## src/shared/guard_map.svh

```systemverilog
`ifndef GUARD_MAP_SVH
`define GUARD_MAP_SVH

// Register byte addresses
`define GUARD_REG_CTRL     8'h00
`define GUARD_REG_SEL      8'h04
`define GUARD_REG_CFG      8'h08
`define GUARD_REG_AUTH_LO  8'h0C
`define GUARD_REG_AUTH_HI  8'h10
`define GUARD_REG_INTR_LO  8'h14
`define GUARD_REG_INTR_HI  8'h18
`define GUARD_REG_PORTCMD  8'h1C
`define GUARD_REG_BULK     8'h20
`define GUARD_REG_MGMT_LO  8'h24
`define GUARD_REG_MGMT_HI  8'h28
`define GUARD_REG_STATUS   8'h2C

// Field positions
`define CTRL_LIST_DEFAULT  0
`define CTRL_REARM         1
`define CTRL_ALL_OFF       2
`define CFG_METHOD_LSB     0
`define CFG_ALARM          2
`define CFG_EAVES          3
`define CFG_AUTODIS        4
`define CFG_AUTH_VALID     5
`define CFG_VIOL           6
`define CFG_VIOL_DIS       7
`define CFG_CMD_OFF        8
`define CFG_STATE_LSB      9
`define PORTCMD_ENABLE     0
`define PORTCMD_DISABLE    1
`define BULK_METHOD_LSB    0
`define BULK_KEEP          2
`define BULK_ALARM         3
`define BULK_EAVES         4
`define BULK_MASK_LSB      16
`define STATUS_MGMT_VIOL   0
`define STATUS_PORT_LSB    16

// Reset values and timing
`define CTRL_LIST_DEFAULT_RST 1'b1
`define GUARD_CLK_PERIOD_NS   25
`define GUARD_BLINK_MS        250
`endif

```

## src/shared/guard_pkg.sv

```systemverilog
package guard_pkg;
  typedef logic [47:0] station_addr_t;

  typedef enum logic [1:0]
  {
    METH_CONT   = 2'b00,
    METH_FIRST  = 2'b01,
    METH_ASSIGN = 2'b10,
    METH_OFF    = 2'b11
  } guard_method_t;

  typedef enum logic [1:0]
  {
    PST_ON     = 2'b00,
    PST_OFF    = 2'b01,
    PST_PART   = 2'b10,
    PST_ON_REV = 2'b11
  } port_state_t;
endpackage

```

## src/logic/repeater_port_intrusion_guard.sv

```systemverilog
// Design decisions made here: strobed register access and the placing of the registers.
`include "guard_map.svh"

module repeater_port_intrusion_guard #(
  parameter int  NPORTS       = 16,
  parameter int  BLINK_CYCLES = `GUARD_BLINK_MS * 1000000 / `GUARD_CLK_PERIOD_NS,
  localparam int PW           = $clog2(NPORTS)
) (
  // Clock and reset
  input  wire logic                  sys_clk,
  input  wire logic                  rst_n,
  // Register port
  input  wire logic [7:0]            reg_addr,
  input  wire logic [31:0]           reg_wdata,
  input  wire logic                  reg_wr,
  input  wire logic                  reg_rd,
  output logic [31:0]                reg_rdata,
  // Received frame sources
  input  wire logic                  rx_valid,
  input  wire logic [PW-1:0]         rx_port,
  input  wire guard_pkg::station_addr_t rx_src,
  // Forwarding decision
  input  wire logic                  fwd_valid,
  input  wire guard_pkg::station_addr_t fwd_dst,
  output logic                       fwd_mask_valid,
  output logic [NPORTS-1:0]          fwd_port_mask,
  // Link status pins
  input  wire logic [NPORTS-1:0]     partition_pin,
  input  wire logic [NPORTS-1:0]     polarity_rev_pin,
  // Management access events
  input  wire logic                  mgmt_valid,
  input  wire logic                  mgmt_write,
  input  wire logic                  mgmt_listed,
  input  wire logic                  mgmt_community_ok,
  input  wire guard_pkg::station_addr_t mgmt_src,
  // Indicators and alarms
  output logic                       guard_led,
  output logic [NPORTS-1:0]          port_led,
  output logic [NPORTS-1:0]          port_off,
  output logic                       port_alarm,
  output logic                       mgmt_alarm
);
  import guard_pkg::*;

  if (NPORTS < 2 || NPORTS > 16)
  begin : g_bad_ports
    $error("NPORTS must be 2 to 16");
  end
  if (BLINK_CYCLES < 1 || BLINK_CYCLES >= (1 << 24))
  begin : g_bad_blink
    $error("BLINK_CYCLES out of range");
  end

  function automatic logic addr_eq(input station_addr_t a, input station_addr_t b);
    return a == b;
  endfunction

  guard_method_t method_q [NPORTS];
  logic [NPORTS-1:0] alarm_q;
  logic [NPORTS-1:0] eaves_q;
  station_addr_t     auth_q [NPORTS];
  logic [NPORTS-1:0] auth_valid_q;
  station_addr_t     intr_q [NPORTS];
  logic [NPORTS-1:0] viol_q;
  logic [NPORTS-1:0] viol_dis_q;
  logic [NPORTS-1:0] cmd_off_q;
  logic [PW-1:0]     sel_q;
  logic              list_default_q;
  logic [31:0]       stage_lo_q;
  logic              mgmt_viol_q;
  station_addr_t     mgmt_addr_q;
  logic [NPORTS-1:0] part_s1_q, part_s2_q, part_s3_q, part_q;
  logic [NPORTS-1:0] rev_s1_q, rev_s2_q, rev_s3_q, rev_q;
  logic [23:0]       blink_cnt_q;
  logic              blink_q;

  logic [NPORTS-1:0] guard_en;
  logic [NPORTS-1:0] autodis;
  logic [NPORTS-1:0] off_now;
  port_state_t       pstate [NPORTS];

  // Software decode
  logic wr_ctrl, wr_sel, wr_cfg, wr_alo, wr_ahi, wr_pcmd, wr_bulk;
  logic rearm, all_off;

  assign wr_ctrl = reg_wr && reg_addr == `GUARD_REG_CTRL;
  assign wr_sel  = reg_wr && reg_addr == `GUARD_REG_SEL;
  assign wr_cfg  = reg_wr && reg_addr == `GUARD_REG_CFG;
  assign wr_alo  = reg_wr && reg_addr == `GUARD_REG_AUTH_LO;
  assign wr_ahi  = reg_wr && reg_addr == `GUARD_REG_AUTH_HI;
  assign wr_pcmd = reg_wr && reg_addr == `GUARD_REG_PORTCMD;
  assign wr_bulk = reg_wr && reg_addr == `GUARD_REG_BULK;
  assign rearm   = wr_ctrl && reg_wdata[`CTRL_REARM];
  assign all_off = wr_ctrl && reg_wdata[`CTRL_ALL_OFF];

  // Derived per-port flags
  always_comb
  begin
    for (int i = 0; i < NPORTS; i++)
    begin
      guard_en[i] = alarm_q[i] || eaves_q[i];
      autodis[i]  = (method_q[i] == METH_FIRST || method_q[i] == METH_ASSIGN)
                    && guard_en[i];
      off_now[i]  = cmd_off_q[i] || viol_dis_q[i];
      if (off_now[i])
        pstate[i] = PST_OFF;
      else if (part_q[i])
        pstate[i] = PST_PART;
      else if (rev_q[i])
        pstate[i] = PST_ON_REV;
      else
        pstate[i] = PST_ON;
    end
  end

  // Receive evaluation
  logic          rx_hit;
  logic          rx_match;
  logic          rx_learn;
  logic          rx_intrude;
  guard_method_t rx_meth;

  assign rx_hit   = rx_valid && (32'(rx_port) < NPORTS);
  assign rx_meth  = method_q[rx_port];
  assign rx_match = auth_valid_q[rx_port] && addr_eq(rx_src, auth_q[rx_port]);
  assign rx_learn = rx_hit && ((rx_meth == METH_CONT && !rx_match)
                    || (rx_meth == METH_FIRST && !auth_valid_q[rx_port]));
  assign rx_intrude = rx_hit && auth_valid_q[rx_port] && !rx_match
                      && rx_meth != METH_OFF
                      && (alarm_q[rx_port] || autodis[rx_port]);

  // Control and selection
  always_ff @(posedge sys_clk or negedge rst_n)
  begin
    if (!rst_n)
    begin
      list_default_q <= `CTRL_LIST_DEFAULT_RST;
      sel_q          <= '0;
    end
    else
    begin
      if (wr_ctrl)
        list_default_q <= reg_wdata[`CTRL_LIST_DEFAULT];
      if (wr_sel)
        sel_q <= reg_wdata[PW-1:0];
    end
  end

  // Method and guard settings
  always_ff @(posedge sys_clk or negedge rst_n)
  begin
    if (!rst_n)
    begin
      for (int i = 0; i < NPORTS; i++)
        method_q[i] <= METH_CONT;
      alarm_q <= '0;
      eaves_q <= '0;
    end
    else
    begin
      for (int i = 0; i < NPORTS; i++)
      begin
        if (all_off)
        begin
          alarm_q[i] <= 1'b0;
          eaves_q[i] <= 1'b0;
        end
        else if (wr_cfg && sel_q == PW'(i))
        begin
          method_q[i] <= guard_method_t'(reg_wdata[`CFG_METHOD_LSB +: 2]);
          // Off method drops both settings so auto-disable follows
          alarm_q[i]  <= reg_wdata[`CFG_ALARM] &&
                         guard_method_t'(reg_wdata[`CFG_METHOD_LSB +: 2]) != METH_OFF;
          eaves_q[i]  <= reg_wdata[`CFG_EAVES] &&
                         guard_method_t'(reg_wdata[`CFG_METHOD_LSB +: 2]) != METH_OFF;
        end
        else if (wr_bulk && reg_wdata[`BULK_MASK_LSB + i])
        begin
          if (!reg_wdata[`BULK_KEEP])
            method_q[i] <= guard_method_t'(reg_wdata[`BULK_METHOD_LSB +: 2]);
          alarm_q[i] <= reg_wdata[`BULK_ALARM];
          eaves_q[i] <= reg_wdata[`BULK_EAVES];
        end
      end
    end
  end

  // Authorized addresses
  always_ff @(posedge sys_clk or negedge rst_n)
  begin
    if (!rst_n)
    begin
      for (int i = 0; i < NPORTS; i++)
        auth_q[i] <= '0;
      auth_valid_q <= '0;
      stage_lo_q   <= '0;
    end
    else
    begin
      if (wr_alo)
        stage_lo_q <= reg_wdata;
      for (int i = 0; i < NPORTS; i++)
      begin
        // Software write beats learning in the same cycle
        if (wr_ahi && sel_q == PW'(i))
        begin
          auth_q[i]       <= {reg_wdata[15:0], stage_lo_q};
          auth_valid_q[i] <= 1'b1;
        end
        else if (rx_learn && rx_port == PW'(i))
        begin
          auth_q[i]       <= rx_src;
          auth_valid_q[i] <= 1'b1;
        end
      end
    end
  end

  // Port violations and disable state
  always_ff @(posedge sys_clk or negedge rst_n)
  begin
    if (!rst_n)
    begin
      for (int i = 0; i < NPORTS; i++)
        intr_q[i] <= '0;
      viol_q     <= '0;
      viol_dis_q <= '0;
      cmd_off_q  <= '0;
      port_alarm <= 1'b0;
    end
    else
    begin
      port_alarm <= rx_intrude && alarm_q[rx_port];
      for (int i = 0; i < NPORTS; i++)
      begin
        if (wr_pcmd && sel_q == PW'(i))
        begin
          if (reg_wdata[`PORTCMD_ENABLE])
          begin
            cmd_off_q[i]  <= 1'b0;
            viol_dis_q[i] <= 1'b0;
          end
          else if (reg_wdata[`PORTCMD_DISABLE])
            cmd_off_q[i] <= 1'b1;
        end
        if (rearm)
          viol_q[i] <= 1'b0;
        // New intrusion wins over rearm or enable in the same cycle
        if (rx_intrude && rx_port == PW'(i))
        begin
          viol_q[i] <= 1'b1;
          intr_q[i] <= rx_src;
          if (autodis[i])
            viol_dis_q[i] <= 1'b1;
        end
      end
    end
  end

  // Management access violations
  logic mgmt_raise;

  assign mgmt_raise = mgmt_valid && !list_default_q
                      && ((mgmt_write && !mgmt_listed) || !mgmt_community_ok);

  always_ff @(posedge sys_clk or negedge rst_n)
  begin
    if (!rst_n)
    begin
      mgmt_viol_q <= 1'b0;
      mgmt_addr_q <= '0;
      mgmt_alarm  <= 1'b0;
    end
    else
    begin
      mgmt_alarm <= mgmt_raise;
      if (mgmt_raise)
      begin
        mgmt_viol_q <= 1'b1;
        mgmt_addr_q <= mgmt_src;
      end
      else if (rearm)
        mgmt_viol_q <= 1'b0;
    end
  end

  // Pin synchronisers; a change counts once stages two and three agree
  always_ff @(posedge sys_clk or negedge rst_n)
  begin
    if (!rst_n)
    begin
      part_s1_q <= '0;
      part_s2_q <= '0;
      part_s3_q <= '0;
      part_q    <= '0;
      rev_s1_q  <= '0;
      rev_s2_q  <= '0;
      rev_s3_q  <= '0;
      rev_q     <= '0;
    end
    else
    begin
      part_s1_q <= partition_pin;
      part_s2_q <= part_s1_q;
      part_s3_q <= part_s2_q;
      rev_s1_q  <= polarity_rev_pin;
      rev_s2_q  <= rev_s1_q;
      rev_s3_q  <= rev_s2_q;
      for (int i = 0; i < NPORTS; i++)
      begin
        if (part_s2_q[i] == part_s3_q[i])
          part_q[i] <= part_s3_q[i];
        if (rev_s2_q[i] == rev_s3_q[i])
          rev_q[i] <= rev_s3_q[i];
      end
    end
  end

  // Forwarding mask, one cycle after the request
  always_ff @(posedge sys_clk or negedge rst_n)
  begin
    if (!rst_n)
    begin
      fwd_mask_valid <= 1'b0;
      fwd_port_mask  <= '0;
    end
    else
    begin
      fwd_mask_valid <= fwd_valid;
      for (int i = 0; i < NPORTS; i++)
      begin
        if (eaves_q[i])
          fwd_port_mask[i] <= fwd_valid && !off_now[i] && auth_valid_q[i]
                              && addr_eq(fwd_dst, auth_q[i]);
        else
          fwd_port_mask[i] <= fwd_valid && !off_now[i];
      end
    end
  end

  // Blink timebase and indicators
  always_ff @(posedge sys_clk or negedge rst_n)
  begin
    if (!rst_n)
    begin
      blink_cnt_q <= '0;
      blink_q     <= 1'b0;
      guard_led   <= 1'b0;
      port_led    <= '0;
      port_off    <= '0;
    end
    else
    begin
      if (blink_cnt_q == 24'(BLINK_CYCLES - 1))
      begin
        blink_cnt_q <= '0;
        blink_q     <= !blink_q;
      end
      else
        blink_cnt_q <= blink_cnt_q + 24'h000001;
      // Shared and port indicators share one phase so they flash together
      guard_led <= blink_q && (|viol_q || mgmt_viol_q);
      port_led  <= blink_q ? viol_q : '0;
      port_off  <= off_now;
    end
  end

  // Read mux
  logic [31:0] rd_d;
  logic [31:0] cfg_word;
  logic [31:0] stat_word;

  always_comb
  begin
    cfg_word = '0;
    cfg_word[`CFG_METHOD_LSB +: 2] = method_q[sel_q];
    cfg_word[`CFG_ALARM]      = alarm_q[sel_q];
    cfg_word[`CFG_EAVES]      = eaves_q[sel_q];
    cfg_word[`CFG_AUTODIS]    = autodis[sel_q];
    cfg_word[`CFG_AUTH_VALID] = auth_valid_q[sel_q];
    cfg_word[`CFG_VIOL]       = viol_q[sel_q];
    cfg_word[`CFG_VIOL_DIS]   = viol_dis_q[sel_q];
    cfg_word[`CFG_CMD_OFF]    = cmd_off_q[sel_q];
    cfg_word[`CFG_STATE_LSB +: 2] = pstate[sel_q];
    stat_word = '0;
    stat_word[`STATUS_MGMT_VIOL] = mgmt_viol_q;
    stat_word[`STATUS_PORT_LSB +: NPORTS] = viol_q;
    unique case (reg_addr)
      `GUARD_REG_CTRL:    rd_d = {31'h00000000, list_default_q};
      `GUARD_REG_SEL:     rd_d = 32'(sel_q);
      `GUARD_REG_CFG:     rd_d = cfg_word;
      `GUARD_REG_AUTH_LO: rd_d = auth_q[sel_q][31:0];
      `GUARD_REG_AUTH_HI: rd_d = {16'h0000, auth_q[sel_q][47:32]};
      `GUARD_REG_INTR_LO: rd_d = intr_q[sel_q][31:0];
      `GUARD_REG_INTR_HI: rd_d = {16'h0000, intr_q[sel_q][47:32]};
      `GUARD_REG_MGMT_LO: rd_d = mgmt_addr_q[31:0];
      `GUARD_REG_MGMT_HI: rd_d = {16'h0000, mgmt_addr_q[47:32]};
      `GUARD_REG_STATUS:  rd_d = stat_word;
      default:            rd_d = '0;
    endcase
  end

  // Read data stand only in the cycle after the strobe
  always_ff @(posedge sys_clk or negedge rst_n)
  begin
    if (!rst_n)
      reg_rdata <= '0;
    else
      reg_rdata <= reg_rd ? rd_d : '0;
  end
endmodule

```

## config.mk

```make
export PLATFORM = sky130hd
export DESIGN_NAME = repeater_port_intrusion_guard
export DESIGN_NICKNAME = d
export VERILOG_FILES = /design/src/shared/guard_pkg.sv /design/src/logic/repeater_port_intrusion_guard.sv
export VERILOG_INCLUDE_DIRS = /design/src /design/src/shared
export SDC_FILE = /design/constraint.sdc
export NUM_CORES = 2
export LEC_CHECK = 0
export BUFFER_PORTS_ARGS = -buffer_cell sky130_fd_sc_hd__buf_4
export CAP_MARGIN = 10
export CORE_UTILIZATION = 35
export DETAILED_ROUTE_END_ITERATION = 10
export HOLD_SLACK_MARGIN = 0.12
export PLACE_DENSITY_LB_ADDON = 0.12
export SLEW_MARGIN = 20
export SYNTH_ARGS = -nofsm -noshare
export SYNTH_HDL_FRONTEND = slang
export SYNTH_SLANG_ARGS = --single-unit
```

## constraint.sdc

```tcl
create_clock -name sys_clk -period 3.95 [get_ports sys_clk]
set_clock_uncertainty 0.1 [all_clocks]
set_input_delay 0.395 -clock sys_clk [delete_from_list [all_inputs] [get_ports sys_clk]]
set_output_delay 0.395 -clock sys_clk [all_outputs]
set_load 0.1 [all_outputs]
```

---- After elaboration in Yosys (flattened, before gate mapping) ----
Cells that the tools add are included.
storage, ports and cells
  flip-flop bits (word level) ............. 1987
  input bits .............................. 230
  output and inout port bits .............. 84
  word-level logic and storage cells ...... 1076
operators by class
  add/sub/neg operators ................... 1
  magnitude comparators ................... 4
  equality and inequality tests ........... 142
  multiplexer cells ....................... 383
  bitwise logic cells ..................... 3
  reduce and logical (&&, ||, !) cells .... 361
operators with widths
  cell                     count
  $mux W48                 38
  $eq A48 B48 Y1           17
  $bmux W48 S4             3
  $pmux W32 S10            1
  $mux W1                  238
  $logic_and A1 B1 Y1      184
  $mux W2                  87
  $reduce_bool A2 Y1       50
  $eq A4 B4 Y1 const B     16
  $logic_or A1 B1 Y1       52
  $reduce_and A3 Y1        16
  $reduce_bool A3 Y1       16
  $bmux W1 S4              10
  $eq A2 B1 Y1 const B     17
  $eq A1 B1 Y1             32
  $eq A2 B2 Y1 const B     16
  $eq A4 B3 Y1 const B     8
  $eq A8 B5 Y1 const B     4
  $eq A8 B6 Y1 const B     4
  $mux W32                 1
  $ne A2 B1 Y1 const B     16
  $reduce_and A2 Y1        16
  $add A24 B1 Y24 const B  1
  $bmux W2 S4              3
  other kinds (17)         48

---- Longest topological paths before layout ----
  word-level depth ........................ 13
  gate-level depth with buffers ........... 18

---- Worst setup path before layout ----
OpenSTA, ideal clock, no wires.
  path type ............................... input to register
  from .................................... input rx_port[1]
  to ...................................... register auth_q[134] (netlist name)
  arrival ................................. 4019 ps
  slack ................................... -306 ps
  stages on the path ...................... 14
  path buffers ............................ 7
  path through ............................ buf_2 -> buf_4 -> buf_6 -> buf_2 -> buf_2 -> mux4_2 -> mux4_2 -> or3_1 -> a21oi_1 -> o31ai_4 -> buf_4 -> buf_6 -> mux2i_1 -> a21oi_1
on the way
  cells in the longest elaborated chain, start to end .. 12
  elaborated cells on any way between the ends .. 22
  classes of those cells .................. eq/ne (3); mux (8); bitwise (1); reduce/logical (10)
ends and longest elaborated chain
  what                                         RTL line                                                                    RTL
  start: declaration                           repeater_port_intrusion_guard.sv:20                                         input wire logic [PW-1:0] rx_port,
  $not A4 Y5 (implied by the code)             repeater_port_intrusion_guard.sv:124, repeater_port_intrusion_guard.sv:125
  $bmux W48 S4                                 repeater_port_intrusion_guard.sv:125                                        assign rx_match = auth_valid_q[rx_port] && addr_eq(rx_src, auth_q[rx_port]);
  $mux W48 (implied by the code) (2 in a row)  repeater_port_intrusion_guard.sv:125
  $eq A48 B48 Y1                               repeater_port_intrusion_guard.sv:55                                         return a == b;
  $logic_and A1 B1 Y1                          repeater_port_intrusion_guard.sv:125
  $logic_not A1 Y1                             repeater_port_intrusion_guard.sv:126                                        assign rx_learn = rx_hit && ((rx_meth == METH_CONT && !rx_match)
  $logic_and A1 B1 Y1                          repeater_port_intrusion_guard.sv:126
  $logic_or A1 B1 Y1                           repeater_port_intrusion_guard.sv:127                                        || (rx_meth == METH_FIRST && !auth_valid_q[rx_port]));
  $logic_and A1 B1 Y1                          repeater_port_intrusion_guard.sv:126
  $logic_and A1 B1 Y1 (*)                      repeater_port_intrusion_guard.sv:210                                        else if (rx_learn && rx_port == PW'(i))
  $reduce_bool A2 Y1 (no source line) (*)      n/a
  end signal: indexed assignment               repeater_port_intrusion_guard.sv:207                                        auth_q[i] <= {reg_wdata[15:0], stage_lo_q};
  end signal: indexed assignment               repeater_port_intrusion_guard.sv:212                                        auth_q[i] <= rx_src;
  end: declaration                             repeater_port_intrusion_guard.sv:61                                         station_addr_t auth_q [NPORTS];
Mark *: on every way between the ends. The rest lies on a longest branch, timed or not. The select of a mux whose other input is x is not followed.
A chain may end at the register's enable or synchronous reset.

---- Worst setup path in the final report ----
  from .................................... register auth_q[329] (netlist name)
  to ...................................... register auth_q[585] (netlist name)
on the way
  cells in the longest elaborated chain, start to end .. 11
ends and longest elaborated chain
  what                                         RTL line
  $bmux W48 S4                                 repeater_port_intrusion_guard.sv:125
  $mux W48 (implied by the code) (2 in a row)  repeater_port_intrusion_guard.sv:125
  $eq A48 B48 Y1                               repeater_port_intrusion_guard.sv:55
  $logic_and A1 B1 Y1                          repeater_port_intrusion_guard.sv:125
  $logic_not A1 Y1                             repeater_port_intrusion_guard.sv:126
  $logic_and A1 B1 Y1                          repeater_port_intrusion_guard.sv:126
  $logic_or A1 B1 Y1                           repeater_port_intrusion_guard.sv:127
  $logic_and A1 B1 Y1                          repeater_port_intrusion_guard.sv:126
  $logic_and A1 B1 Y1                          repeater_port_intrusion_guard.sv:210
  $reduce_bool A2 Y1 (no source line)          n/a
Every way passes these cells. The select of a mux whose other input is x is not followed.

==> run metrics <==
worst slack on hold paths 145.8 ps; number of warnings issued by yosys 0; peak clock frequency supported by timing 242.2 MHz; final hold violation count 0; half-perimeter wire length after detailed placement 487500 um; number of antenna-violating nets in the routed design 0; top area cells in the synthesized netlist dfrtp_1 (45%), mux4_2 (14%), mux2_2 (11%), mux2i_1 (7.1%), xnor2_1 (3.3%); largest family of logic cells by synthesized area multiplexers; Core Region 315700 um2; clock edge transition at the registers on the reported setup and hold paths 60 ps; Power per Cell Area 540.6 nW/um2; setup repair after global routing missed its margin true; maximum level of the CTS H-tree 4; Worst VDD drop 484.3 uV; data arrival time of the critical path 4850 ps; Power Internal 47.95 mW; wire length of the first global-routing pass 859300 um; leading register cell type out of synthesis dfrtp_1; post-layout worst setup margin -179.0 ps; kind of start point of the critical path flip-flop; first-pass iteration count of the detailed router 9; syn_nets 9272; Root Buffer clkbuf_16; drt drc 0; relative contribution of sequential cells to total power 33.7%; number of synthesized flops with an enable pin 0; CTS tree done; vertical die dimension 566.1 um; buffers added on ports 313; Sink Count 1987; simple-gate share of the synthesized area 5.640%; transition time of the tightest slew-check pin 1366 ps; fraction of final layout cells sized beyond drive strength 1 39.89%; async set or reset register ratio after synthesis 100.0%; period utilisation layout 104.5%; number of max-cap violations 0; setup slack after placement -1272 ps; largest net degree at the start of global routing 162; final WL 651300 um; Critical Path Fanout Max 9; number of clock buffers inserted by TritonCTS 240; initial antenna violation count 121; fraction of power spent switching nets 37.84%; detail-routed net length per standard cell 43.66 um; clock tree buffer depth 4; number of placement rows 206; data required time at the worst endpoint 4670 ps; Final #Nets 10730; class of the worst hold path in2reg; vias per std cell 6.240; overall via count from detail_route 93080; placed cell count 14120; final setup fails 797; post-synthesis share of cell area spent on full adders, half adders and majority gates 0.2988%; NetSw 29.19 mW; post-synthesis sequential area ratio 44.65%; synth-to-layout area growth 28.13%; Power Total 77.14 mW; non-filler instance count after layout 14920; relative contribution of combinational cells to total power 35.4%; sum of overflow across all layers after global routing 0; Max transition margin 8.609%; Die Footprint 320500 um2; routability congestion estimate 1.132; min Tclk post-route 4129 ps; number of instances in the synthesized netlist 9041; First DRT Iteration DRCs 13010; initial core utilization 35.27%; leak pwr 66.73 nW; worst setup path category reg2reg; power share of the clock group 30.9%; flops & latches, synth 1987; library cell occupying the most area in the post-synthesis netlist dfrtp_1; Mapped Avg Cell Area 12.32 um2; Cell variety after synth 78; Slew Viols, Final 0; num ports 314; multiplexer fraction of the synthesized cell area 33.17%; via count of the first global-routing pass 89770; mapped cell area 111400 um2; Worst-Skew Late Latency 960 ps; violated checks negative setup slack; global router's overall resource usage 39.72%; portion of synthesized cell area occupied by the leading cell type 44.62%; Chip Width 566.1 um; parity-gate share of the synthesized area counting xor and xnor cells 6.040%; run status complete, but fails checks; Compound-Gate Fraction of Synth Area 6.407%; Setup crit end kind flip-flop
## cell usage in the layout (no fill, tap or decap), types with 57 or more instances in the layout
cell           netlist  routed
dfrtp_1           1986    1980
buf_4               41    1610
mux2_2            1108    1102
mux2i_1            785     772
a21oi_1            695     689
mux4_2             676     676
nor2_1             702     675
xnor2_1            418     409
xor2_1             350     340
clkbuf_16            0     256
buf_12               0     244
dlygate4sd3_1        0     227
nand2_1            206     183
nand4_1            128     128
mux2_1             123     123
nor4_1             110      98
o21ai_0             95      93
inv_1               93      92
a22oi_1             61      61
o22ai_1             61      60
clkinv_2             0      57
## cells in the mapped netlist, drive strengths merged, types with 10 or more instances
master   number
a211oi       10
a21boi       13
a21o         18
a21oi       698
a221oi       33
a222oi       37
a22o         46
a22oi        61
a31oi        26
and2         26
and3         26
buf         320
clkbuf      604
dfrtp      1986
inv          93
maj3         32
mux2       1231
mux2i       785
mux4        676
nand2       207
nand2b       17
nand3        34
nand3b       17
nand4       128
nor2        702
nor2b        16
nor3         47
nor4        113
o21ai        96
o22ai        61
o2bb2ai      11
o31ai        20
or3          13
xnor2       418
xor2        350
## critical path, cell delays in order (launching register included)
cell and delay [ps]:
dfrtp_1 390, mux2i_1 450, a22o_1 240, a221oi_1 60
xnor2_1 260, buf_4 240, nand4_1 90, buf_4 150
a2111oi_4 430, buf_12 200, a21oi_2 100, o31ai_4 290
buf_12 180, buf_16 210, buf_12 150, buf_12 150
mux2i_1 200, a21oi_1 90
## logic make-up after synthesis
logic type,Yosys count
buffers and inverters,1018
XOR/XNOR,768
adder cells (fa/ha/maj),33
flip-flops,1987
AO/OA/AOI/OAI,1174
AND/OR/NAND/NOR,1369
multiplexers,2692
## cell type report
cell class,count,area [um2]
Fill cell,28930,173000
Multi-Input combinational cell,6036,58340
Sequential cell,1987,49740
Timing Repair Buffer,2143,20590
Clock buffer,336,6959
Tap cell,4160,5205
Clock inverter,105,1368
Inverter,94,352.8
Antenna cell,56,140.1
## power groups by stage
stage	registers [mW]	logic (mW)	clock network, mW
final	26.0	27.3	23.9
after global routing	26.2	27.0	24.9
after CTS	25.9	25.6	24.1
after detailed placement	26.2	25.2	0
after global placement	26.1	25.1	0
after floorplan	25.9	9.50	0
## per-stage QoR
stage | util [%] | instance area [um2] | TNS (ps)
after floorplan | - | 111700 | 0
after global placement | 41.23 | 130200 | -1266150
after detailed placement | 41.24 | 130200 | -1321910
after CTS | 44.89 | 141700 | -12710
after global routing | 45.16 | 142600 | -80630
final | 45.20 | 142700 | -40410
## path summary, 6_finish.rpt
check                        startpoint         endpoint  slack (ps)  depth (start not counted)
setup / recovery            auth_q[329]      auth_q[585]        -180                         17
hold / removal             mgmt_src[40]  mgmt_addr_q[40]         150                          3
setup reg to reg            auth_q[329]      auth_q[585]        -180                         17
hold reg to reg            part_s1_q[3]     part_s2_q[3]         210                          0
max in group asynchronous         rst_n  mgmt_addr_q[17]        2300                          4
min in group asynchronous         rst_n      auth_q[236]         180                          3
## timing repair
item,4_1_cts,5_1_grt
resized for setup,54,53
pin swaps,15,18
cloned,13,13
setup endpoints to repair,1237,1420
hold buffers,228,0
buffers inserted,23,23
endpoints found under the hold margin,2364,0
## flip-flops by register name, summed over array words and instances (netlist names), 24 cells and up
register and flops:
blink_cnt_q 24, intr_q 768, auth_q 768, mgmt_addr_q 48, stage_lo_q 32, reg_rdata 32, method_q 32
## routing by layer
layer | up-vias | wire (um) | global-route usage, %
met5 | - | 625 | 0
met4 | 86 | 41570 | 20.45
met3 | 1396 | 76720 | 13.49
met1 | 49380 | 267300 | 54.14
met2 | 6032 | 265100 | 55.58
li1 | 36180 | - | -
Power figures use the tool's default switching activity.
